[config.mk]
export PLATFORM = sky130hd
export DESIGN_NAME = mlf_lock_resp
export DESIGN_NICKNAME = d
export VERILOG_FILES = /design/src/hdl/mlf_pkg.sv /design/src/hdl/mlf_lock_resp.sv /design/src/hdl/mlf_retry_timer.sv /design/src/hdl/mlf_event_regs.sv
export SDC_FILE = /design/constraint.sdc
export NUM_CORES = 1
export LEC_CHECK = 0
export CORE_MARGIN = 10
export CORE_UTILIZATION = 40
export CTS_BUF_LIST = sky130_fd_sc_hd__clkbuf_2
export DETAILED_ROUTE_END_ITERATION = 8
export DONT_BUFFER_PORTS = 1
export MAX_ROUTING_LAYER = met4
export PLACE_DENSITY = 0.58
export REMOVE_ABC_BUFFERS = 1
export SLEW_MARGIN = 20
export SYNTH_ARGS = -nofsm -noshare
export SYNTH_HDL_FRONTEND = slang
export SYNTH_HIERARCHICAL = 1
export SYNTH_SLANG_ARGS = --single-unit
[constraint.sdc]
create_clock -name clk -period 7.14 [get_ports clk]
set_input_delay 0.714 -clock clk [delete_from_list [all_inputs] [get_ports clk]]
set_output_delay 0.714 -clock clk [all_outputs]
set_load 0.01 [all_outputs]
[src/hdl/mlf_pkg.sv]
// package: constants, register map and types of the motor lock fault response block
package mlf_pkg;

  // register byte offsets
  localparam logic [7:0] MLF_OFS_SETUP    = 8'h00;
  localparam logic [7:0] MLF_OFS_LIMIT    = 8'h04;
  localparam logic [7:0] MLF_OFS_STATUS   = 8'h08;
  localparam logic [7:0] MLF_OFS_MASK     = 8'h0C;
  localparam logic [7:0] MLF_OFS_CTRL     = 8'h10;
  localparam logic [7:0] MLF_OFS_STATE    = 8'h14;

  // fault_setup_one field positions
  localparam int MLF_RETRY_LSB  = 7;
  localparam int MLF_RESP_LSB   = 3;
  localparam int MLF_TMO_EN_BIT = 2;
  localparam int MLF_FRQ_EN_BIT = 1;
  localparam int MLF_SAT_EN_BIT = 0;
  localparam logic [10:0] MLF_SETUP_RESET = 11'h000;
  localparam logic [2:0]  MLF_LIMIT_RESET = 3'h0;
  localparam logic [5:0]  MLF_MASK_RESET  = 6'h00;

  // status bit positions
  localparam int MLF_ST_LOCK  = 0;
  localparam int MLF_ST_LATCH = 1;
  localparam int MLF_ST_RETRY = 2;
  localparam int MLF_ST_TMO   = 3;
  localparam int MLF_ST_FRQ   = 4;
  localparam int MLF_ST_SAT   = 5;
  localparam int MLF_NEV      = 6;

  // stall response codes
  localparam logic [3:0] MLF_RESP_HS_LATCH  = 4'h2;
  localparam logic [3:0] MLF_RESP_LS_LATCH  = 4'h3;
  localparam logic [3:0] MLF_RESP_RETRY_LO  = 4'h4;
  localparam logic [3:0] MLF_RESP_RETRY_HS  = 4'h6;
  localparam logic [3:0] MLF_RESP_RETRY_LS  = 4'h7;
  localparam logic [3:0] MLF_RESP_REPORT    = 4'h8;

  // timing
  localparam longint MLF_CLK_HZ      = 100000000;
  localparam longint MLF_T0_MS       = 300;
  localparam longint MLF_T1_MS       = 500;
  localparam longint MLF_STEP_MS     = 1000;
  localparam longint MLF_CYC_PER_MS  = MLF_CLK_HZ / 1000;
  localparam logic [31:0] MLF_T0_CYC   = 32'(MLF_T0_MS * MLF_CYC_PER_MS);
  localparam logic [31:0] MLF_T1_CYC   = 32'(MLF_T1_MS * MLF_CYC_PER_MS);
  localparam logic [31:0] MLF_STEP_CYC = 32'(MLF_STEP_MS * MLF_CYC_PER_MS);

  // gate driver commands
  typedef enum logic [1:0] {
    MLF_GATE_RUN  = 2'h0,
    MLF_GATE_HIZ  = 2'h1,
    MLF_GATE_HS   = 2'h3,
    MLF_GATE_LS   = 2'h2
  } mlf_gate_t;

  // response states, gray along idle -> faulted -> waiting -> latched
  typedef enum logic [1:0] {
    MLF_IDLE  = 2'b00,
    MLF_FAULT = 2'b01,
    MLF_WAIT  = 2'b11,
    MLF_LATCH = 2'b10
  } mlf_state_t;

endpackage : mlf_pkg

[src/hdl/mlf_lock_resp.sv]
// motor lock fault response: apb registers, response state machine, gate commands
//
// Implementation choices: the APB register port and the register offsets.
`timescale 1ns/10ps
module mlf_lock_resp
  import mlf_pkg::*;
#(
  parameter logic [31:0] CYC_T0   = MLF_T0_CYC,
  parameter logic [31:0] CYC_T1   = MLF_T1_CYC,
  parameter logic [31:0] CYC_STEP = MLF_STEP_CYC
) (
  input  wire logic             clk,
  input  wire logic             rst_n,
  input  wire logic             psel,
  input  wire logic             penable,
  input  wire logic             pwrite,
  input  wire logic [7:0]       paddr,
  input  wire logic [31:0]      pwdata,
  output logic      [31:0]      prdata,
  output logic                  pready,
  output logic                  pslverr,
  input  wire logic             lock_detect,
  input  wire logic             motor_running,
  input  wire logic             probe_timeout,
  input  wire logic             probe_rate_err,
  input  wire logic             cur_loop_sat,
  input  wire logic             spd_loop_sat,
  output mlf_pkg::mlf_gate_t    gate_cmd,
  output logic                  fault_out_low,
  output logic                  cur_sat_flag,
  output logic                  spd_sat_flag,
  output logic                  irq
);
  import mlf_pkg::*;

  logic [10:0]        setup_q, setup_d;
  logic [2:0]         limit_q, limit_d;
  logic [MLF_NEV-1:0] mask_q, mask_d;
  logic [31:0]        rdata_q, rdata_d;
  logic               ready_q, ready_d, err_q, err_d;
  mlf_state_t         state_q, state_d;
  logic [3:0]         tries_q, tries_d;
  mlf_gate_t          gate_q, gate_d;
  logic               nflt_q, nflt_d;
  logic               csat_q, csat_d, ssat_q, ssat_d;
  logic               tmo_q, tmo_d, frq_q, frq_d;
  logic [MLF_NEV-1:0] ev, clr, status, side_ev, all_ev;
  logic               tmr_start, tmr_abort, tmr_done;
  logic               wr_acc, rd_acc, fault_clear;
  logic [3:0]         resp, rcode;
  logic               irq_w;

  assign resp  = setup_q[MLF_RESP_LSB +: 4];
  assign rcode = setup_q[MLF_RETRY_LSB +: 4];

  // apb: one wait state per access phase, answer registered at the first access edge
  assign wr_acc = psel && penable && pwrite && !ready_q;
  assign rd_acc = psel && penable && !pwrite && !ready_q;

  always_comb begin
    setup_d     = setup_q;
    limit_d     = limit_q;
    mask_d      = mask_q;
    rdata_d     = 32'h00000000;
    ready_d     = psel && penable && !ready_q;
    err_d       = 1'b0;
    clr         = '0;
    fault_clear = 1'b0;
    if (wr_acc) begin
      case (paddr)
        MLF_OFS_SETUP:  setup_d = pwdata[10:0];
        MLF_OFS_LIMIT:  limit_d = pwdata[2:0];
        MLF_OFS_STATUS: clr     = pwdata[MLF_NEV-1:0];
        MLF_OFS_MASK:   mask_d  = pwdata[MLF_NEV-1:0];
        MLF_OFS_CTRL:   fault_clear = pwdata[0];
        MLF_OFS_STATE:  ;
        default:        err_d = 1'b1;
      endcase
    end else if (rd_acc) begin
      case (paddr)
        MLF_OFS_SETUP:  rdata_d = {21'h000000, setup_q};
        MLF_OFS_LIMIT:  rdata_d = {29'h00000000, limit_q};
        MLF_OFS_STATUS: rdata_d = {26'h0000000, status};
        MLF_OFS_MASK:   rdata_d = {26'h0000000, mask_q};
        MLF_OFS_CTRL:   rdata_d = 32'h00000000;
        MLF_OFS_STATE:  rdata_d = {22'h000000, tries_q, gate_q, nflt_q, 1'b0, state_q};
        default:        err_d = 1'b1;
      endcase
    end
  end

  always_ff @(posedge clk) begin
    if (!rst_n) begin
      setup_q <= MLF_SETUP_RESET;
      limit_q <= MLF_LIMIT_RESET;
      mask_q  <= MLF_MASK_RESET;
      rdata_q <= 32'h00000000;
      ready_q <= 1'b0;
      err_q   <= 1'b0;
    end else begin
      setup_q <= setup_d;
      limit_q <= limit_d;
      mask_q  <= mask_d;
      rdata_q <= rdata_d;
      ready_q <= ready_d;
      err_q   <= err_d;
    end
  end

  // lock response state machine
  always_comb begin
    state_d   = state_q;
    tries_d   = tries_q;
    gate_d    = gate_q;
    nflt_d    = nflt_q;
    tmr_start = 1'b0;
    tmr_abort = 1'b0;
    ev        = '0;
    case (state_q)
      MLF_IDLE: begin
        gate_d = MLF_GATE_RUN;
        nflt_d = 1'b1;
        if (motor_running && !lock_detect) begin
          tries_d = 4'h0;
        end
        if (lock_detect && resp < MLF_RESP_REPORT) begin
          ev[MLF_ST_LOCK] = 1'b1;
          nflt_d          = 1'b0;
          if (resp < MLF_RESP_RETRY_LO) begin
            state_d = MLF_LATCH;
            ev[MLF_ST_LATCH] = 1'b1;
            case (resp)
              MLF_RESP_HS_LATCH: gate_d = MLF_GATE_HS;
              MLF_RESP_LS_LATCH: gate_d = MLF_GATE_LS;
              default:           gate_d = MLF_GATE_HIZ;
            endcase
          end else if ({1'b0, limit_q} < tries_q) begin
            state_d = MLF_LATCH;
            ev[MLF_ST_LATCH] = 1'b1;
            case (resp)
              MLF_RESP_RETRY_HS: gate_d = MLF_GATE_HS;
              MLF_RESP_RETRY_LS: gate_d = MLF_GATE_LS;
              default:           gate_d = MLF_GATE_HIZ;
            endcase
          end else begin
            state_d   = MLF_WAIT;
            gate_d    = MLF_GATE_HIZ;
            tmr_start = 1'b1;
          end
        end else if (lock_detect && resp == MLF_RESP_REPORT) begin
          state_d         = MLF_FAULT;
          ev[MLF_ST_LOCK] = 1'b1;
          nflt_d          = 1'b0;
        end
      end
      MLF_FAULT: begin
        gate_d = MLF_GATE_RUN;
        if (!lock_detect || resp != MLF_RESP_REPORT) begin
          state_d = MLF_IDLE;
          nflt_d  = 1'b1;
        end
      end
      MLF_WAIT: begin
        if (tmr_done) begin
          state_d = MLF_IDLE;
          tries_d = tries_q + 4'h1;
          gate_d  = MLF_GATE_RUN;
          nflt_d  = 1'b1;
          ev[MLF_ST_RETRY] = 1'b1;
        end
      end
      MLF_LATCH: begin
        if (fault_clear) begin
          state_d   = MLF_IDLE;
          tries_d   = 4'h0;
          gate_d    = MLF_GATE_RUN;
          nflt_d    = 1'b1;
          tmr_abort = 1'b1;
        end
      end
      default: begin
        state_d = MLF_IDLE;
      end
    endcase
  end

  // qualified side faults and saturation flags
  always_comb begin
    tmo_d  = probe_timeout && setup_q[MLF_TMO_EN_BIT];
    frq_d  = probe_rate_err && setup_q[MLF_FRQ_EN_BIT];
    csat_d = cur_loop_sat && setup_q[MLF_SAT_EN_BIT];
    ssat_d = spd_loop_sat && setup_q[MLF_SAT_EN_BIT];
  end

  always_ff @(posedge clk) begin
    if (!rst_n) begin
      state_q <= MLF_IDLE;
      tries_q <= 4'h0;
      gate_q  <= MLF_GATE_RUN;
      nflt_q  <= 1'b1;
      tmo_q   <= 1'b0;
      frq_q   <= 1'b0;
      csat_q  <= 1'b0;
      ssat_q  <= 1'b0;
    end else begin
      state_q <= state_d;
      tries_q <= tries_d;
      gate_q  <= gate_d;
      nflt_q  <= nflt_d;
      tmo_q   <= tmo_d;
      frq_q   <= frq_d;
      csat_q  <= csat_d;
      ssat_q  <= ssat_d;
    end
  end

  // side faults and saturation join the lock events here, one driver each
  always_comb begin
    side_ev             = '0;
    side_ev[MLF_ST_TMO] = tmo_d;
    side_ev[MLF_ST_FRQ] = frq_d;
    side_ev[MLF_ST_SAT] = csat_d | ssat_d;
  end

  assign all_ev = ev | side_ev;

  mlf_retry_timer #(
    .CYC_T0   (CYC_T0),
    .CYC_T1   (CYC_T1),
    .CYC_STEP (CYC_STEP)
  ) u_timer (
    .clk   (clk),
    .rst_n (rst_n),
    .start (tmr_start),
    .abort (tmr_abort),
    .code  (rcode),
    .done  (tmr_done)
  );

  mlf_event_regs u_events (
    .clk    (clk),
    .rst_n  (rst_n),
    .ev     (all_ev),
    .clr    (clr),
    .mask   (mask_q),
    .status (status),
    .irq    (irq_w)
  );

  assign prdata        = rdata_q;
  assign pready        = ready_q;
  assign pslverr       = err_q;
  assign gate_cmd      = gate_q;
  assign fault_out_low = nflt_q;
  assign cur_sat_flag  = csat_q;
  assign spd_sat_flag  = ssat_q;
  assign irq           = irq_w;

  // response rule checks
  a_latch_hiz: assert property (@(posedge clk) disable iff (!rst_n)
    state_q == MLF_IDLE && lock_detect && resp < MLF_RESP_HS_LATCH
    |=> state_q == MLF_LATCH && gate_q == MLF_GATE_HIZ && !nflt_q)
    else $error("latched tristate response missing");
  a_latch_holds: assert property (@(posedge clk) disable iff (!rst_n)
    state_q == MLF_LATCH && !fault_clear |=> state_q == MLF_LATCH && !nflt_q)
    else $error("latched fault released without a clear");
  a_latch_high_side: assert property (@(posedge clk) disable iff (!rst_n)
    state_q == MLF_IDLE && lock_detect && resp == MLF_RESP_HS_LATCH
    |=> gate_q == MLF_GATE_HS && !nflt_q)
    else $error("high side brake missing");
  a_latch_low_side: assert property (@(posedge clk) disable iff (!rst_n)
    state_q == MLF_IDLE && lock_detect && resp == MLF_RESP_LS_LATCH
    |=> gate_q == MLF_GATE_LS && !nflt_q)
    else $error("low side brake missing");
  a_retry_start: assert property (@(posedge clk) disable iff (!rst_n)
    state_q == MLF_IDLE && lock_detect && resp >= MLF_RESP_RETRY_LO
    && resp < MLF_RESP_REPORT && tries_q <= {1'b0, limit_q}
    |=> state_q == MLF_WAIT && gate_q == MLF_GATE_HIZ && !nflt_q)
    else $error("retry wait not entered");
  a_wait_hiz: assert property (@(posedge clk) disable iff (!rst_n)
    state_q == MLF_WAIT |-> gate_q == MLF_GATE_HIZ && !nflt_q)
    else $error("retry wait drives the bridge");
  a_retry_release: assert property (@(posedge clk) disable iff (!rst_n)
    state_q == MLF_WAIT && tmr_done |=> state_q == MLF_IDLE && nflt_q
    && tries_q == $past(tries_q) + 4'h1)
    else $error("retry release wrong");
  a_retry_exhaust: assert property (@(posedge clk) disable iff (!rst_n)
    state_q == MLF_IDLE && lock_detect && resp >= MLF_RESP_RETRY_LO
    && resp < MLF_RESP_REPORT && tries_q > {1'b0, limit_q}
    |=> state_q == MLF_LATCH && !nflt_q)
    else $error("retry limit did not latch");
  a_report_only: assert property (@(posedge clk) disable iff (!rst_n)
    state_q == MLF_IDLE && lock_detect && resp == MLF_RESP_REPORT
    |=> !nflt_q && gate_q == MLF_GATE_RUN)
    else $error("report only touched gates");
  a_report_holds: assert property (@(posedge clk) disable iff (!rst_n)
    state_q == MLF_FAULT |-> !nflt_q && gate_q == MLF_GATE_RUN)
    else $error("report state lost fault or touched gates");
  a_disabled_quiet: assert property (@(posedge clk) disable iff (!rst_n)
    state_q == MLF_IDLE && resp > MLF_RESP_REPORT |=> nflt_q && gate_q == MLF_GATE_RUN)
    else $error("disabled detection acted");
  a_probe_gate: assert property (@(posedge clk) disable iff (!rst_n)
    !setup_q[MLF_TMO_EN_BIT] && !setup_q[MLF_FRQ_EN_BIT] |=> !tmo_q && !frq_q)
    else $error("probe fault raised while disabled");
  a_tmo_gate: assert property (@(posedge clk) disable iff (!rst_n)
    !setup_q[MLF_TMO_EN_BIT] |=> !tmo_q)
    else $error("probe timeout raised while disabled");
  a_tmo_enabled: assert property (@(posedge clk) disable iff (!rst_n)
    setup_q[MLF_TMO_EN_BIT] && probe_timeout |=> tmo_q)
    else $error("enabled probe timeout not raised");
  a_rate_gate: assert property (@(posedge clk) disable iff (!rst_n)
    !setup_q[MLF_FRQ_EN_BIT] |=> !frq_q)
    else $error("probe rate fault raised while disabled");
  a_sat_gate: assert property (@(posedge clk) disable iff (!rst_n)
    !setup_q[MLF_SAT_EN_BIT] |=> !csat_q && !ssat_q)
    else $error("saturation shown while disabled");
  a_sat_enabled: assert property (@(posedge clk) disable iff (!rst_n)
    setup_q[MLF_SAT_EN_BIT] && cur_loop_sat |=> csat_q)
    else $error("enabled current loop saturation not shown");
  a_count_clear: assert property (@(posedge clk) disable iff (!rst_n)
    state_q == MLF_LATCH && fault_clear |=> tries_q == 4'h0)
    else $error("retry count not cleared");
  a_count_run_clear: assert property (@(posedge clk) disable iff (!rst_n)
    state_q == MLF_IDLE && motor_running && !lock_detect |=> tries_q == 4'h0)
    else $error("retry count kept while running free");
  a_apb_one_wait: assert property (@(posedge clk) disable iff (!rst_n)
    psel && penable && !ready_q |=> ready_q)
    else $error("bus answer not one cycle after access");

  // main scenarios
  c_latch:  cover property (@(posedge clk) disable iff (!rst_n) state_q == MLF_LATCH);
  c_retry:  cover property (@(posedge clk) disable iff (!rst_n) state_q == MLF_WAIT ##1 state_q == MLF_IDLE);
  c_report: cover property (@(posedge clk) disable iff (!rst_n) state_q == MLF_FAULT);
  c_irq:    cover property (@(posedge clk) disable iff (!rst_n) irq_w);
  c_sat:    cover property (@(posedge clk) disable iff (!rst_n) csat_q && ssat_q);

endmodule : mlf_lock_resp

[src/hdl/mlf_retry_timer.sv]
// retry interval decoder and countdown timer
`timescale 1ns/10ps
module mlf_retry_timer
  import mlf_pkg::*;
#(
  parameter logic [31:0] CYC_T0   = MLF_T0_CYC,
  parameter logic [31:0] CYC_T1   = MLF_T1_CYC,
  parameter logic [31:0] CYC_STEP = MLF_STEP_CYC
) (
  input  wire logic       clk,
  input  wire logic       rst_n,
  input  wire logic       start,
  input  wire logic       abort,
  input  wire logic [3:0] code,
  output logic            done
);
  logic [31:0] cnt_q, cnt_d, load_v;
  logic        run_q, run_d, done_q, done_d;

  always_comb begin
    case (code)
      4'h0:    load_v = CYC_T0;
      4'h1:    load_v = CYC_T1;
      default: load_v = 32'(CYC_STEP * 32'(code - 4'h1));
    endcase
  end

  always_comb begin
    cnt_d  = cnt_q;
    run_d  = run_q;
    done_d = 1'b0;
    if (abort) begin
      run_d = 1'b0;
    end else if (start) begin
      cnt_d = load_v - 32'h00000001;
      run_d = 1'b1;
    end else if (run_q) begin
      if (cnt_q == 32'h00000000) begin
        run_d  = 1'b0;
        done_d = 1'b1;
      end else begin
        cnt_d = cnt_q - 32'h00000001;
      end
    end
  end

  always_ff @(posedge clk) begin
    if (!rst_n) begin
      cnt_q  <= 32'h00000000;
      run_q  <= 1'b0;
      done_q <= 1'b0;
    end else begin
      cnt_q  <= cnt_d;
      run_q  <= run_d;
      done_q <= done_d;
    end
  end

  assign done = done_q;

  a_timer_expiry: assert property (@(posedge clk) disable iff (!rst_n)
    run_q && cnt_q == 32'h00000000 && !abort && !start |=> done_q)
    else $error("retry timer did not expire at zero");

endmodule : mlf_retry_timer

[src/hdl/mlf_event_regs.sv]
// sticky interrupt status with write-one-to-clear and mask
`timescale 1ns/10ps
module mlf_event_regs
  import mlf_pkg::*;
(
  input  wire logic               clk,
  input  wire logic               rst_n,
  input  wire logic [MLF_NEV-1:0] ev,
  input  wire logic [MLF_NEV-1:0] clr,
  input  wire logic [MLF_NEV-1:0] mask,
  output logic      [MLF_NEV-1:0] status,
  output logic                    irq
);
  logic [MLF_NEV-1:0] st_q, st_d;
  logic               irq_q, irq_d;

  genvar g;
  generate
    for (g = 0; g < MLF_NEV; g++) begin : g_bit
      // a set in the same cycle as a clear wins
      always_comb st_d[g] = ev[g] | (st_q[g] & ~clr[g]);
    end
  endgenerate

  always_comb irq_d = |(st_d & mask);

  always_ff @(posedge clk) begin
    if (!rst_n) begin
      st_q  <= '0;
      irq_q <= 1'b0;
    end else begin
      st_q  <= st_d;
      irq_q <= irq_d;
    end
  end

  assign status = st_q;
  assign irq    = irq_q;

  a_set_wins_clear: assert property (@(posedge clk) disable iff (!rst_n)
    ev[0] && clr[0] |=> st_q[0])
    else $error("event lost against clear");

endmodule : mlf_event_regs

==> qor.csv <==
stage;metric;value;unit
worst_setup_path;critPathBufInv;5;
die;start_util;0.410;
die;ios;91;
synthesis;syn_inst;955;
worst_setup_path;reg2reg_from;setup_q[8];
sta;period_minus_slack;6.85;ns
die;die_h;162;um
flow_run;drv_cap;0;
pwr;p_per_area;97.2;nW/um2
cts;clk_pin_slew_worst_paths;0.29;ns
global_routing;grt.overflow.total;0;
sta;clock_skew;0.0450;ns
cells_and_area;drive_gt1_frac;0.119;
sta;finalHoldViolCount;0;
cts;clk_latency;0.55;ns
sta;max_freq;146;MHz
worst_setup_path;startpoint;setup_q[8];
cts;root_buffer;clkbuf_2;
worst_setup_path;startpoint_type;flop;
pwr;power;0.844;mW
die;dieArea;26200;um2
worst_setup_path;worstSetupEndpoint;u_timer/cnt_q[31];
global_routing;grt_pass1_wl;34200;um
synthesis;syn_area;8060;um2
route;vias;6688;
sta;final.setup.tns;0;ns
status;outcome;finished, final reports clean;
hold_path;hold_path_class;input port to flop;
worst_setup_path;r2r_cells;25;
synthesis;synth_edf_count;0;
die;fp.dieW;162;um
worst_setup_path;slowest_delay;0.57;ns
synthesis;ys_types;83;
global_routing;antenna_found_initial;0;
cells_and_area;fin_area;8680;um2
route;drt_iter0_markers;406;
synthesis;synth.most_common_cell;inv_1;
cts;clockBufferDepth;2;
worst_setup_path;worst_path_max_delay_cell;fa_1;
cells_and_area;diodes;0;
route;drc;0;
cells_and_area;num-nets-final;1151;
die;rows;51;
place;io_buffers;0;
cts;cts_hold_buf;0;
worst_setup_path;cp.arrival;7.34;ns
sta;fin_ws;0.287;ns
cts;cts_sinks;85;
worst_setup_path;critical_path_required;7.63;ns
die;core-area;19700;um2
cts;cts_tree;built;
synthesis;synthArstFlopShare;0;
sta;drv_slew;0;
cts;h-tree-depth;3;
global_routing;grt_max_degree;60;
worst_setup_path;timing.rr.end;u_timer/cnt_q[31];
global_routing;grtUsageTotal;0.161;
worst_setup_path;crit_fanout;8;
route;drtAntennaViolNets;0;
synthesis;ys_seq_area_frac;0.211;
pwr;leakagePower;3.86;nW
worst_setup_path;cp_num_cells;25;
pwr;vdd_drop_max;0.0000726;V
place;dp_slack;0.0594;ns
sta;setup_viol;0;
synthesis;syn_avg_cell_area;8.44;um2
synthesis;ys.flop_type;dfxtp_1;
sta;worst_pin_slew;1.08;ns
route;avgViaCountPerCell;5.38;
synthesis;yosys-top-cells-area;dfxtp_1 21%, ha_1 14%, fa_1 10%;
sta;period_share;0.960;
route;wl_per_cell;16.7;um
worst_setup_path;end_kind;flop;
worst_setup_path;r2r_slack;0.29;ns
global_routing;grt_pass1_vias;6560;
sta;slew-limit-headroom;0.278;
place;placed_cell_area;8410;um2
cts;cts_buffers;9;
place;globalplace.congestion;0.865;
route;routed_wl;20700;um
worst_setup_path;crit_type;flop to flop;
synthesis;ys_ff_latch;85;
synthesis;synth_warnings;6;
place;place_hpwl;16000;um
worst_setup_path;critical-path-top-delay-family;adder cells;
route;drt-pass1-iter-count;5;
synthesis;synth_top_cell_area_share;0.211;
synthesis;synth_common_cells;104 x inv_1, 87 x ha_1, 85 x dfxtp_1, 79 x nand2_1, 77 x nor2_1;
synthesis;synth_area_leader_cell;dfxtp_1;
cells_and_area;syn_to_final_growth;7.67;%
## registers in the layout, indices dropped and copies added, names as in the netlist, 2 cells and up
name             count
gate_cmd             2
limit_q              3
mask_q               6
prdata              11
setup_q             11
state_q              2
tries_q              4
u_events/status      6
u_timer/cnt_q       32
## cells in the final DEF (no fill, tap or decap), types with 12 or more instances in the layout
cell type | netlist | final
nand2_1 | 79 | 79
dfxtp_1 | 85 | 84
ha_1 | 87 | 83
mux2i_1 | 32 | 31
and2_1 | 17 | 17
nand3_1 | 15 | 15
o21ai_0 | 38 | 38
a21oi_1 | 59 | 57
xor2_1 | 13 | 12
nor2_1 | 77 | 76
a211oi_1 | 12 | 12
nand4_1 | 12 | 12
nor3_1 | 18 | 17
inv_1 | 104 | 101
and3_1 | 15 | 13
fa_1 | 41 | 41
buf_4 | 24 | 42
xnor2_1 | 17 | 17
conb_1 | 1 | 21
## report_power, final
part	total [mW]	switching [mW]	internal [mW]
logic	0.0753	0.0454	0.0299
clock network	0.286	0.195	0.0902
registers	0.483	0.00358	0.479
## metrics by stage
stage / hold WS (ns) / cells / utilization
2_1_floorplan: 0.437 / 917 / -
3_3_place_gp: 0.464 / 1219 / 0.428
3_5_place_dp: 0.473 / 1219 / 0.428
4_1_cts: 0.191 / 1236 / 0.435
5_1_grt: 0.130 / 1242 / 0.442
6_report: 0.258 / 1242 / 0.442
## worst min-delay path by stage
| stage | cells past startpoint | slack [ns] | startpoint | end |
|---|---|---|---|---|
| floorplan | 2 | 0.44 | u_timer/cnt_q[9] | u_timer/cnt_q[9] |
| global placement | 2 | 0.46 | u_timer/cnt_q[4] | u_timer/cnt_q[4] |
| detailed placement | 2 | 0.47 | u_timer/cnt_q[9] | u_timer/cnt_q[9] |
| CTS | 1 | 0.19 | rst_n | u_events/status[5] |
| global route | 1 | 0.13 | rst_n | u_events/status[5] |
| finish | 2 | 0.26 | pwdata[10] | setup_q[10] |
## cell families after synthesis
group,after synthesis,share of synthesized area
AND/OR/NAND/NOR,306,0.207
AO/OA/AOI/OAI,206,0.170
buffers and inverters,162,0.0908
adder cells (fa/ha/maj),128,0.237
flip-flops,85,0.211
multiplexers,37,0.0509
XOR/XNOR,30,0.0326
other,1,0.000465
## metal layers
layer	global-route usage	vias up	wire length, um
met5	-	-	0
met3	0.0296	7	1110
li1	-	3328	-
met1	0.218	3207	10200
met4	0.0190	0	85
met2	0.252	146	9290
## cell type report
type                       count  area (um2)
fill                        1991       11000
multi-input combinational    728        5780
sequential                    85        1700
inverter                     104         393
timing repair buffer          44         338
tap                          265         332
clock inverter                 7        86.3
clock buffer                   9        45.0
## worst register-to-register path: stages, from the launching register on
cell and delay [ns]:
dfxtp_2 0.40, inv_2 0.12, ha_4 0.16, or3b_4 0.39, inv_4 0.10, ha_1 0.25, buf_4 0.14, xor2_1 0.13
ha_1 0.19, a21o_1 0.16, ha_1 0.27, inv_1 0.05, fa_1 0.50, fa_1 0.57, inv_1 0.06, fa_1 0.56
ha_2 0.33, and3_1 0.24, and2_1 0.19, a21oi_2 0.16, mux2i_1 0.27, o211ai_1 0.15, and4b_1 0.30, or4b_4 0.49
or4_1 0.51, o211ai_1 0.09
## repair_timing
action | 4_1_cts | 5_1_grt
pin swaps | 0 | 11
buffers inserted | 1 | 6
gates resized for setup | 1 | 20
setup endpoints to repair | 1 | 3
Note: power is estimated with default switching activity, not from simulation.
